===== config.mk =====
export PLATFORM = sky130hd
export DESIGN_NAME = link_frame_tx_flat
export DESIGN_NICKNAME = d
export VERILOG_FILES = /design/src/frame_codec_pkg.sv /design/src/link_if.sv /design/src/fcs16_step.sv /design/src/link_frame_tx.sv /design/src/flat_wrapper.sv
export SDC_FILE = /design/constraint.sdc
export NUM_CORES = 1
export LEC_CHECK = 0
export ABC_AREA = 1
export BUFFER_PORTS_ARGS = -buffer_cell sky130_fd_sc_hd__buf_2
export CORE_MARGIN = 1.5
export CORE_UTILIZATION = 50
export DETAILED_ROUTE_END_ITERATION = 10
export PLACE_DENSITY = 0.66
export REMOVE_ABC_BUFFERS = 1
export SLEW_MARGIN = 20
export SYNTH_ARGS = -nofsm -noshare
export SYNTH_HDL_FRONTEND = slang
export SYNTH_SLANG_ARGS = --single-unit

===== constraint.sdc =====
create_clock -name pclk -period 2.25 [get_ports pclk]
set_input_delay 0.45 -clock pclk [delete_from_list [all_inputs] [get_ports pclk]]
set_output_delay 0.45 -clock pclk [all_outputs]
set_load 0.005 [all_outputs]

===== src/frame_codec_pkg.sv =====
// Shared constants, types and helpers for the link frame codec ends
package frame_codec_pkg;
	// ==================================================================
	// Frame format
	localparam logic [7:0]  FLAG_OCTET = 8'h7E;
	localparam logic [6:0]  MARK_FOUR  = 7'h7E;
	localparam logic [6:0]  MARK_SIX   = 7'h7D;
	localparam logic [2:0]  LEN_FOUR   = 3'h4;
	localparam logic [2:0]  LEN_SIX    = 3'h6;
	localparam logic [4:0]  MAX_DEST   = 5'h10;
	localparam logic [4:0]  MAX_INFO   = 5'h10;
	localparam logic [2:0]  STUFF_RUN  = 3'h5;
	localparam logic [2:0]  FLAG_RUN   = 3'h6;
	localparam logic [15:0] FCS_INIT   = 16'hFFFF;
	localparam logic [15:0] FCS_POLY   = 16'h8408;
	localparam logic [15:0] FCS_GOOD   = 16'hF0B8;
	// ==================================================================
	// Transmit end register map
	localparam logic [7:0] REG_CTRL   = 8'h00;
	localparam logic [7:0] REG_STATUS = 8'h04;
	localparam logic [7:0] REG_CTLOCT = 8'h08;
	localparam logic [7:0] REG_SRC    = 8'h0C;
	localparam logic [7:0] REG_PFX_LO = 8'h10;
	localparam logic [7:0] REG_PFX_HI = 8'h14;
	localparam logic [7:0] REG_DEST0  = 8'h18;
	localparam logic [7:0] REG_INFO0  = 8'h28;
	localparam logic [7:0] REG_END    = 8'h38;
	localparam int CTRL_START    = 0;
	localparam int CTRL_OP_LO    = 1;
	localparam int CTRL_MODE_LO  = 3;
	localparam int CTRL_CR       = 5;
	localparam int CTRL_V6       = 6;
	localparam int CTRL_NDEST_LO = 8;
	localparam int CTRL_ILEN_LO  = 12;
	// ==================================================================
	// Modes and frame kinds
	typedef enum logic [1:0] {OP_CONNLESS, OP_CONN, OP_ACK_CONNLESS, OP_DECOUPLED} op_type_t;
	typedef enum logic [1:0] {KIND_INFO, KIND_SUP, KIND_UNN} kind_t;
	typedef enum logic [1:0] {AM_ONE, AM_FOUR, AM_SIX, AM_RSVD} addr_mode_t;

	function automatic logic kind_allowed(input op_type_t op, input kind_t k);
		if (k == KIND_UNN)
			return 1'b1;
		if (k == KIND_INFO)
			return op == OP_CONN;
		return (op == OP_CONN) || (op == OP_DECOUPLED);
	endfunction

	function automatic kind_t kind_of_ctrl(input logic [7:0] c);
		if (!c[0])
			return KIND_INFO;
		if (!c[1])
			return KIND_SUP;
		return KIND_UNN;
	endfunction

	function automatic logic [2:0] addr_len(input addr_mode_t m);
		return (m == AM_SIX) ? LEN_SIX : LEN_FOUR;
	endfunction

	function automatic logic [6:0] marker(input addr_mode_t m);
		return (m == AM_SIX) ? MARK_SIX : MARK_FOUR;
	endfunction
endpackage


===== src/link_if.sv =====
// Serial bit link joining the transmit end and the receive end
`timescale 1ns/10ps
interface link_if;
	logic line_bit;	// Serial data bit
	logic line_en;	// Bit valid this cycle

	modport tx_end (output line_bit, output line_en);
	modport rx_end (input line_bit, input line_en);
endinterface


===== src/fcs16_step.sv =====
// One-octet update of the 16-bit frame check sequence, LSB first
`timescale 1ns/10ps
module fcs16_step (
	input  wire logic [15:0] crc_in,	// Running check value
	input  wire logic [7:0]  octet,		// Octet to absorb
	output logic      [15:0] crc_out	// Updated check value
);
	import frame_codec_pkg::*;

	always_comb begin
		logic [15:0] c;
		c = crc_in;
		for (int i = 0; i < 8; i++) begin
			if (c[0] ^ octet[i]) begin
				c = (c >> 1) ^ FCS_POLY;
			end else begin
				c = c >> 1;
			end
		end
		crc_out = c;
	end
endmodule


===== src/link_frame_tx.sv =====
// Peer transmit end: APB-programmed frame builder with bit stuffing
`timescale 1ns/10ps
module link_frame_tx (
	input  wire logic        pclk,		// Clock, 100 MHz
	input  wire logic        presetn,	// Async reset
	input  wire logic [7:0]  paddr,		// APB address
	input  wire logic        psel,		// APB select
	input  wire logic        penable,	// APB enable
	input  wire logic        pwrite,	// APB write
	input  wire logic [31:0] pwdata,	// APB write data
	output logic      [31:0] prdata,	// APB read data
	output logic             pready,	// APB ready
	output logic             pslverr,	// APB error
	link_if.tx_end           link		// Serial link
);
	import frame_codec_pkg::*;

	typedef enum logic [2:0] {TX_IDLE, TX_OPEN, TX_DEST, TX_SRC, TX_CTRL, TX_INFO, TX_FCS,
		TX_CLOSE} tx_st_t;
	typedef enum logic [3:0] {SEL_CTRL, SEL_STATUS, SEL_CTLOCT, SEL_SRC, SEL_PFX_LO, SEL_PFX_HI,
		SEL_DEST, SEL_INFO, SEL_NONE} reg_sel_t;

	typedef struct packed {
		tx_st_t       st;
		logic [7:0]   oct;
		logic [2:0]   bcnt;
		logic [2:0]   ones;
		logic [3:0]   ent;
		logic [2:0]   sub;
		logic [3:0]   icnt;
		logic         fsel;
		logic [15:0]  crc;
		logic         busy;
		logic         refused;
		op_type_t     op;
		addr_mode_t   mode;
		logic         cr;
		logic         v6;
		logic [3:0]   ndest;
		logic [4:0]   ilen;
		logic [7:0]   ctloct;
		logic [7:0]   src;
		logic [39:0]  pfx;
		logic [127:0] dest;
		logic [127:0] info;
		logic         pready;
		logic [31:0]  prdata;
		logic         pslverr;
		logic         lbit;
		logic         len;
	} tx_state_t;

	tx_state_t   s_r;
	tx_state_t   s_nxt;
	logic [15:0] crc_w;

	function automatic reg_sel_t reg_sel(input logic [7:0] a);
		if (a[1:0] != 2'h0)
			return SEL_NONE;
		if (a >= REG_DEST0 && a < REG_INFO0)
			return SEL_DEST;
		if (a >= REG_INFO0 && a < REG_END)
			return SEL_INFO;
		case (a)
			REG_CTRL:   return SEL_CTRL;
			REG_STATUS: return SEL_STATUS;
			REG_CTLOCT: return SEL_CTLOCT;
			REG_SRC:    return SEL_SRC;
			REG_PFX_LO: return SEL_PFX_LO;
			REG_PFX_HI: return SEL_PFX_HI;
			default:    return SEL_NONE;
		endcase
	endfunction

	// Octet of an address entry; bit 7 of the entry marks a single-octet special
	function automatic logic [7:0] addr_oct(input logic [7:0] eb, input logic [2:0] sub,
		input logic lsb, input logic multi, input logic [2:0] alen, input logic [6:0] mk,
		input logic [39:0] pfx);
		logic [2:0] k;
		k = alen - sub - 3'h1;
		if (!multi || eb[7])
			return {eb[6:0], lsb};
		if (sub == 3'h0)
			return {mk, lsb};
		if (sub == alen)
			return {1'b0, eb[6:0]};
		return pfx[{k, 3'h0} +: 8];
	endfunction

	fcs16_step u_fcs (
		.crc_in  (s_r.crc),
		.octet   (s_r.oct),
		.crc_out (crc_w)
	);

	always_comb begin
		reg_sel_t   sel;
		logic [7:0] woff;
		logic [1:0] wi;
		addr_mode_t em;
		logic       multi;
		logic [2:0] alen;
		logic [6:0] mk;
		logic [7:0] eb;
		logic       done;
		logic [3:0] e1;
		op_type_t   wop;
		addr_mode_t wmode;
		logic [3:0] ni;
		sel   = reg_sel(paddr);
		woff  = paddr - ((sel == SEL_DEST) ? REG_DEST0 : REG_INFO0);
		wi    = woff[3:2];
		em    = s_r.v6 ? AM_SIX : s_r.mode;
		multi = (em == AM_FOUR) || (em == AM_SIX);
		alen  = addr_len(em);
		mk    = marker(em);
		eb    = (s_r.st == TX_SRC) ? s_r.src : s_r.dest[{s_r.ent, 3'h0} +: 8];
		done  = !multi || eb[7] || (s_r.sub == alen);
		e1    = s_r.ent + 4'h1;
		wop   = op_type_t'(pwdata[CTRL_OP_LO +: 2]);
		wmode = addr_mode_t'(pwdata[CTRL_MODE_LO +: 2]);
		ni    = (s_r.st == TX_CTRL) ? 4'h0 : s_r.icnt + 4'h1;
		s_nxt = s_r;
		// ==============================================================
		// APB slave: ready one cycle into the access phase
		s_nxt.pready = psel && penable && !s_r.pready;
		if (psel && penable && !s_r.pready) begin
			s_nxt.pslverr = (sel == SEL_NONE);
			unique case (sel)
				SEL_CTRL:   s_nxt.prdata = {15'h0, s_r.ilen, s_r.ndest, 1'b0, s_r.v6, s_r.cr,
					s_r.mode, s_r.op, 1'b0};
				SEL_STATUS: s_nxt.prdata = {30'h0, s_r.refused, s_r.busy};
				SEL_CTLOCT: s_nxt.prdata = {24'h0, s_r.ctloct};
				SEL_SRC:    s_nxt.prdata = {24'h0, s_r.src};
				SEL_PFX_LO: s_nxt.prdata = s_r.pfx[31:0];
				SEL_PFX_HI: s_nxt.prdata = {24'h0, s_r.pfx[39:32]};
				SEL_DEST:   s_nxt.prdata = s_r.dest[{wi, 5'h0} +: 32];
				SEL_INFO:   s_nxt.prdata = s_r.info[{wi, 5'h0} +: 32];
				SEL_NONE:   s_nxt.prdata = 32'h0;
			endcase
		end
		// Writes land at the edge that completes the access; ignored while busy
		if (psel && penable && s_r.pready && pwrite && !s_r.busy) begin
			unique case (sel)
				SEL_CTRL: begin
					s_nxt.op    = wop;
					s_nxt.mode  = wmode;
					s_nxt.cr    = pwdata[CTRL_CR];
					s_nxt.v6    = pwdata[CTRL_V6];
					s_nxt.ndest = pwdata[CTRL_NDEST_LO +: 4];
					s_nxt.ilen  = pwdata[CTRL_ILEN_LO +: 5];
					if (pwdata[CTRL_START]) begin
						if (kind_allowed(wop, kind_of_ctrl(s_r.ctloct)) && wmode != AM_RSVD
							&& pwdata[CTRL_ILEN_LO +: 5] <= MAX_INFO) begin
							s_nxt.busy    = 1'b1;
							s_nxt.refused = 1'b0;
							s_nxt.st      = TX_OPEN;
							s_nxt.oct     = FLAG_OCTET;
							s_nxt.bcnt    = 3'h0;
							s_nxt.ones    = 3'h0;
							s_nxt.crc     = FCS_INIT;
						end else begin
							s_nxt.refused = 1'b1;
						end
					end
				end
				SEL_CTLOCT: s_nxt.ctloct = pwdata[7:0];
				SEL_SRC:    s_nxt.src = pwdata[7:0];
				SEL_PFX_LO: s_nxt.pfx[31:0] = pwdata;
				SEL_PFX_HI: s_nxt.pfx[39:32] = pwdata[7:0];
				SEL_DEST:   s_nxt.dest[{wi, 5'h0} +: 32] = pwdata;
				SEL_INFO:   s_nxt.info[{wi, 5'h0} +: 32] = pwdata;
				SEL_STATUS, SEL_NONE: ;
			endcase
		end
		// ==============================================================
		// Bit serialiser and field sequencer
		s_nxt.len = s_r.busy;
		if (s_r.busy) begin
			if (s_r.ones == STUFF_RUN) begin
				s_nxt.lbit = 1'b0;
				s_nxt.ones = 3'h0;
			end else begin
				s_nxt.lbit = s_r.oct[s_r.bcnt];
				s_nxt.ones = (s_r.st == TX_OPEN || s_r.st == TX_CLOSE || !s_r.oct[s_r.bcnt]) ?
					3'h0 : s_r.ones + 3'h1;
				s_nxt.bcnt = s_r.bcnt + 3'h1;
				if (s_r.bcnt == 3'h7) begin
					if (s_r.st inside {TX_DEST, TX_SRC, TX_CTRL, TX_INFO}) begin
						s_nxt.crc = crc_w;
					end
					unique case (s_r.st)
						TX_OPEN: begin
							s_nxt.st  = TX_DEST;
							s_nxt.ent = 4'h0;
							s_nxt.sub = 3'h0;
							s_nxt.oct = addr_oct(s_r.dest[7:0], 3'h0, s_r.ndest == 4'h0, multi,
								alen, mk, s_r.pfx);
						end
						TX_DEST: begin
							if (!done) begin
								s_nxt.sub = s_r.sub + 3'h1;
								s_nxt.oct = addr_oct(eb, s_r.sub + 3'h1, 1'b0, multi, alen, mk,
									s_r.pfx);
							end else if (s_r.ent == s_r.ndest) begin
								s_nxt.st  = TX_SRC;
								s_nxt.sub = 3'h0;
								s_nxt.oct = addr_oct(s_r.src, 3'h0, s_r.cr, multi, alen, mk, s_r.pfx);
							end else begin
								s_nxt.ent = e1;
								s_nxt.sub = 3'h0;
								s_nxt.oct = addr_oct(s_r.dest[{e1, 3'h0} +: 8], 3'h0,
									e1 == s_r.ndest, multi, alen, mk, s_r.pfx);
							end
						end
						TX_SRC: begin
							if (!done) begin
								s_nxt.sub = s_r.sub + 3'h1;
								s_nxt.oct = addr_oct(eb, s_r.sub + 3'h1, 1'b0, multi, alen, mk,
									s_r.pfx);
							end else begin
								s_nxt.st  = TX_CTRL;
								s_nxt.oct = s_r.ctloct;
							end
						end
						TX_CTRL, TX_INFO: begin
							if ((s_r.st == TX_CTRL && s_r.ilen == 5'h00)
								|| (s_r.st == TX_INFO && {1'b0, s_r.icnt} + 5'h01 == s_r.ilen)) begin
								s_nxt.st   = TX_FCS;
								s_nxt.fsel = 1'b0;
								s_nxt.oct  = ~crc_w[7:0];
							end else begin
								s_nxt.icnt = ni;
								s_nxt.st   = TX_INFO;
								s_nxt.oct  = s_r.info[{ni, 3'h0} +: 8];
							end
						end
						TX_FCS: begin
							s_nxt.fsel = 1'b1;
							s_nxt.oct  = s_r.fsel ? FLAG_OCTET : ~s_r.crc[15:8];
							s_nxt.st   = s_r.fsel ? TX_CLOSE : TX_FCS;
						end
						TX_CLOSE: begin
							s_nxt.st   = TX_IDLE;
							s_nxt.busy = 1'b0;
						end
						TX_IDLE: ;
					endcase
				end
			end
		end
	end

	always_ff @(posedge pclk or negedge presetn) begin
		if (!presetn) begin
			s_r <= '0;
		end else begin
			s_r <= s_nxt;
		end
	end

	assign prdata        = s_r.prdata;
	assign pready        = s_r.pready;
	assign pslverr       = s_r.pslverr;
	assign link.line_bit = s_r.lbit;
	assign link.line_en  = s_r.len;
endmodule


===== src/flat_wrapper.sv =====
// flat-port wrapper written by rule: the top's interface ports become plain ports
module link_frame_tx_flat import frame_codec_pkg::*;
  (pclk, presetn, paddr, psel, penable, pwrite, pwdata, prdata, pready, pslverr, link_line_bit, link_line_en);
  link_if link_i ();
  input  wire logic pclk;
  input  wire logic presetn;
  input  wire logic [7:0] paddr;
  input  wire logic psel;
  input  wire logic penable;
  input  wire logic pwrite;
  input  wire logic [31:0] pwdata;
  output logic      [31:0] prdata;
  output logic pready;
  output logic pslverr;
  output wire logic [$bits(link_i.line_bit)-1:0] link_line_bit;
  output wire logic [$bits(link_i.line_en)-1:0] link_line_en;
  assign link_line_bit = link_i.line_bit;
  assign link_line_en = link_i.line_en;
  link_frame_tx u_core (.pclk(pclk), .presetn(presetn), .paddr(paddr), .psel(psel), .penable(penable), .pwrite(pwrite), .pwdata(pwdata), .prdata(prdata), .pready(pready), .pslverr(pslverr), .link(link_i));
endmodule

* Yosys cells after proc, flatten, opt, wreduce, memory -nomap -nowiden
Index checks and enable logic that the tools add are counted.
** Word-level totals
- Register bits :: 410
- Output and inout port bits :: 36
- Bits of input ports :: 45
- Word-level logic and storage cells :: 398
** Cells by class
- $add $sub $neg :: 11
- Muxes and demuxes :: 232
- Shifts and indexed selects :: 9
- Bitwise operators :: 20
- Equal/unequal tests :: 37
- Magnitude comparators :: 6
- Reductions and logical operators :: 55
** Operators with widths (number)
- $shiftx A128 B8 Y8 :: 3
- $mux W345 :: 1
- $pmux W32 S9 :: 1
- $bwmux W128 :: 2
- $mux W128 :: 2
- $mux W8 :: 32
- $shiftx A128 B8 Y32 :: 2
- $mux W16 :: 9
- $mux W1 :: 136
- $shift A32 B9 Y128 const A :: 1
- $shiftx A32 B9 Y128 :: 1
- $mux W17 :: 5
- $shiftx A40 B7 Y8 :: 2
- $mux W29 :: 2
- $mux W46 :: 1
- $mux W4 :: 11
- $pmux W8 S5 :: 1
- $mux W33 :: 1
- $mux W32 :: 1
- $not A2 Y3 :: 8
- $pmux W4 S6 :: 1
- $mux W3 :: 7
- $mux W2 :: 10
- $eq A3 B3 Y1 const B :: 6
- other kinds (57) :: 124

* Depth between registers and ports, before layout
- Depth after elaboration :: 47
- Mapped depth :: 18
- Gate-level depth less buffers :: 17

* Hierarchy
Synthesis repeated with hierarchy kept, for this count alone.
** Unflattened totals
- Cells, all modules :: 3670
- Area, all modules :: 25290.5 µm²
** Modules (own cells, without submodules)
- link_frame_tx :: cells each 3562, instances 1, seq. area each 10259.8 µm², area each 24820.1 µm²
- fcs16_step :: cells each 108, instances 1, seq. area each 0.0 µm², area each 470.5 µm²

* Worst setup path after synthesis
Ideal clock, no wire load.
- Path type :: in2reg
- Start point :: input paddr[2]
- End point :: register with a tool-made name
- Cell stages on the path :: 12
- Setup time :: 96 ps
- Required time :: 2154 ps
- Arrival time :: 2866 ps
- Setup slack :: -711 ps
- Path buffers :: 5
- Cell sequence :: inv_1 > clkbuf_1 > clkbuf_1 > ha_1 > buf_2 > nor2_1 > clkinv_1 > nor2_1 > inv_1 > clkbuf_1 > clkbuf_1 > o31ai_1
** RTL lines
- from (decl) :: RTL line flat_wrapper.sv:7 : input wire logic [7:0] paddr;

==> results.yml <==
sta:
  finalSetupTns_ns: -0.2563
  slew_headroom_pct: 33.14
  tightest_slew_ns: 1.003
  rsz0062_at_grt: "yes"
  finalCritPeriodShare_pct: 103.8
  finalCriticalPeriod_ns: 2.335
  fmax_mhz: 428.2
  hold_viol_final: 0
  setup_violations: 6
  finClkSkew_ns: 0.02581
  hold_slack_ns: 0.1002
  drv_slew: 0
  postLayoutSetupSlackWorst_ns: -0.08531
logic_synthesis:
  async_flop_share_pct: 100.0
  syn_avg_cell_area_um2: 7.075
  syn_area_um2: 25200
  postSynthRegisterBits: 410
  synth.distinct_cells: 48
  ys_seq_area_share_pct: 40.72
  netlist.area_leader.share_pct: 40.72
  yosysMostFrequentCell: "nand2_1"
  synth_edf_count: 0
  synth_common_cells: "nand2_1, o21ai_0, dfrtp_1, inv_1, nand3_1"
  synth_cells: 3561
  synth.area.top_cells: "dfrtp_1, nand2_1, o21ai_0"
  synth_top_flop_cell: "dfrtp_1"
  synth_area_leader_cell: "dfrtp_1"
  ys_warn_count: 0
routing:
  avgViaCountPerCell: 6.200
  route.antenna.remaining_nets: 0
  vias: 27920
  wl_um: 110600
  drt_iter0_drc: 3765
  drc_errors: 0
  dr.pass1.iters: 6
  post_drt_wl_per_cell_um: 24.55
critical_path:
  reg2reg_slack_ns: -0.09
  r2r_cells: 13
  path_max_fanout: 17
  path_buf_inv: 5
  setup.worst_path.start_class: "flip-flop"
  critical_path_class: "flip-flop to flip-flop"
  path_delay_family: "buffers and inverters"
  crit_slowest_cell: "dfrtp_1"
  r2r-end: "u_core.s_r[402]$_DFF_PN0_"
  worstPathRequired_ns: 2.78
  crit_start: "u_core.s_r[382]$_DFFE_PN0P_"
  slowest_delay_ns: 0.42
  cp-end-kind: "flip-flop"
  r2r-start: "u_core.s_r[382]$_DFFE_PN0P_"
  arrival_ns: 2.87
  crit_top_cell: "nor2_1"
  path_cells: "buf_4 -> inv_4 -> nand2_8 -> buf_12 -> buf_12 -> o21ai_1 -> nand3_1 -> nand2_1 -> nor2_1 -> nor2_1 -> buf_4 -> nor2_1 -> a21oi_2"
floorplanning:
  dieArea_um2: 51750
  core_um2: 49970
  die_w_um: 227.5
  die_y_um: 227.5
  start_util_pct: 50.43
  rows: 82
  ios: 81
global_routing:
  grt_pass1_wl_um: 161700
  grt_max_degree: 65
  antenna_found_initial: 2
  grt_pass1_vias: 25806
  grt_overflow_total: 0
  grt_usage_pct: 42.49
power_and_ir_drop:
  finalPower_w: 0.01711
  ir_drop_v: 0.0006040
  p_leak_nw: 14.84
  p_per_area_nw_per_um2: 545.6
worst_hold_path:
  hold_start: "pwdata[17]"
  hold_class: "input pin to flip-flop"
  hold_depth: 3
outcome:
  violations: "negative setup slack"
  run_status: "complete, but fails checks"
clock_network:
  cts_buffer_depth: 3
  path_clk_slew_ns: 0.06
  tritoncts: "done"
  htreeDepth: 2
  root_buffer: "clkbuf_16"
  cts_buffers: 48
  cts.sinks: 410
  clkLatencyLatePin_ns: 0.62
placement:
  dpl_cell_area_um2: 28590
  post-place-ws_ns: -0.4721
  port_buffers: 80
  dp_hpwl_um: 79010
  place_congestion: 1.053
final_layout:
  drive_gt1_share_pct: 18.04
  synthToLayoutAreaGrowth_pct: 24.45
  num-nets-final: 3855
  finalInstanceArea_um2: 31360
job:
  maxCapViolCount: 0
==> per-layer routing <==
metal | vias to the layer above | global-route usage [%] | wire (µm)
met2 | 1904 | 63.57 | 47210
met5 | - | 0 | 23
met4 | 4 | 24.18 | 7262
met3 | 477 | 9.435 | 12930
li1 | 12329 | - | -
met1 | 13206 | 56.77 | 43150
==> how the worst max path moves through the flow <==
stage                                 to  depth (start not counted)  slack (ns)
2_1_floorplan                  flip-flop                          9       -6.38
3_3_place_gp   u_core.s_r[399]$_DFF_PN0_                         16       -0.48
3_5_place_dp   u_core.s_r[399]$_DFF_PN0_                         16       -0.47
4_1_cts        u_core.s_r[399]$_DFF_PN0_                         18       -0.06
5_1_grt        u_core.s_r[399]$_DFF_PN0_                         17       -0.12
6_report       u_core.s_r[402]$_DFF_PN0_                         13       -0.09
==> area by class of cell <==
cell class              count  area (µm²)
fillers                  4578       18610
multi-input cells        2512       12970
inverters                 380        1449
diodes                      1       2.502
well taps                 672       840.8
clock inverters            23       302.8
flip-flops and latches    410       10260
repair buffers            439        4143
clock buffers              66        1379
==> cells by family (layout without fill, tap and decap cells) <==
family                     Yosys count  count (layout)  synth area share, %
buffers and inverters              639             908                10.32
adders and majority gates           19              19               0.9435
xor gates and xnor gates            27              27               0.9385
muxes                               22              22               0.9833
other                                0               1                    0
AOI/OAI and AO/OA                  959             959                21.22
and+or+nand+nor                   1485            1485                24.87
DFF                                410             410                40.72
==> metrics by stage <==
| stage | cells | util, % |
|---|---|---|
| 3_5_place_dp | 4390 | 57.21 |
| 4_1_cts | 4490 | 61.77 |
| 6_report | 4503 | 62.76 |
| 3_3_place_gp | 4390 | 57.21 |
| 5_1_grt | 4502 | 62.75 |
| 2_1_floorplan | 3302 | - |
==> worst min-delay path, stage by stage <==
cell	delay (ns)
buf_2	0.10
nand3_1	0.06
o21ai_0	0.06
==> power by group <==
group / switching [W] / internal [W] / leakage, nW
sequential: 0.0000378 / 0.00742 / 5.31
combinational: 0.000891 / 0.000344 / 8.72
clock: 0.00343 / 0.00499 / 0.812
==> layout by cell type (no fill, tap or decap), types with 16 or more instances in the layout <==
cell type	instances
nand4_1	38
o21ai_0	430
clkbuf_16	50
nor3_1	41
nand2_1	812
buf_4	269
o21ai_1	29
buf_12	63
buf_2	78
o31ai_1	66
nor2_2	17
nand3_2	19
dfrtp_1	408
o211ai_1	107
nor2_4	16
nand3_1	308
nor2_1	184
inv_1	346
inv_2	22
a21oi_1	259
buf_6	17
o21a_1	20
nand2_2	21
==> what timing repair did <==
item	4_1_cts	5_1_grt
setup endpoints to repair	20	26
gates cloned	4	2
setup buffers	7	11
endpoints found under the hold margin	36	0
pin swaps	33	51
gates resized for setup	117	123
hold buffers	1	0
No activity file was read; power rests on OpenSTA's default activity.
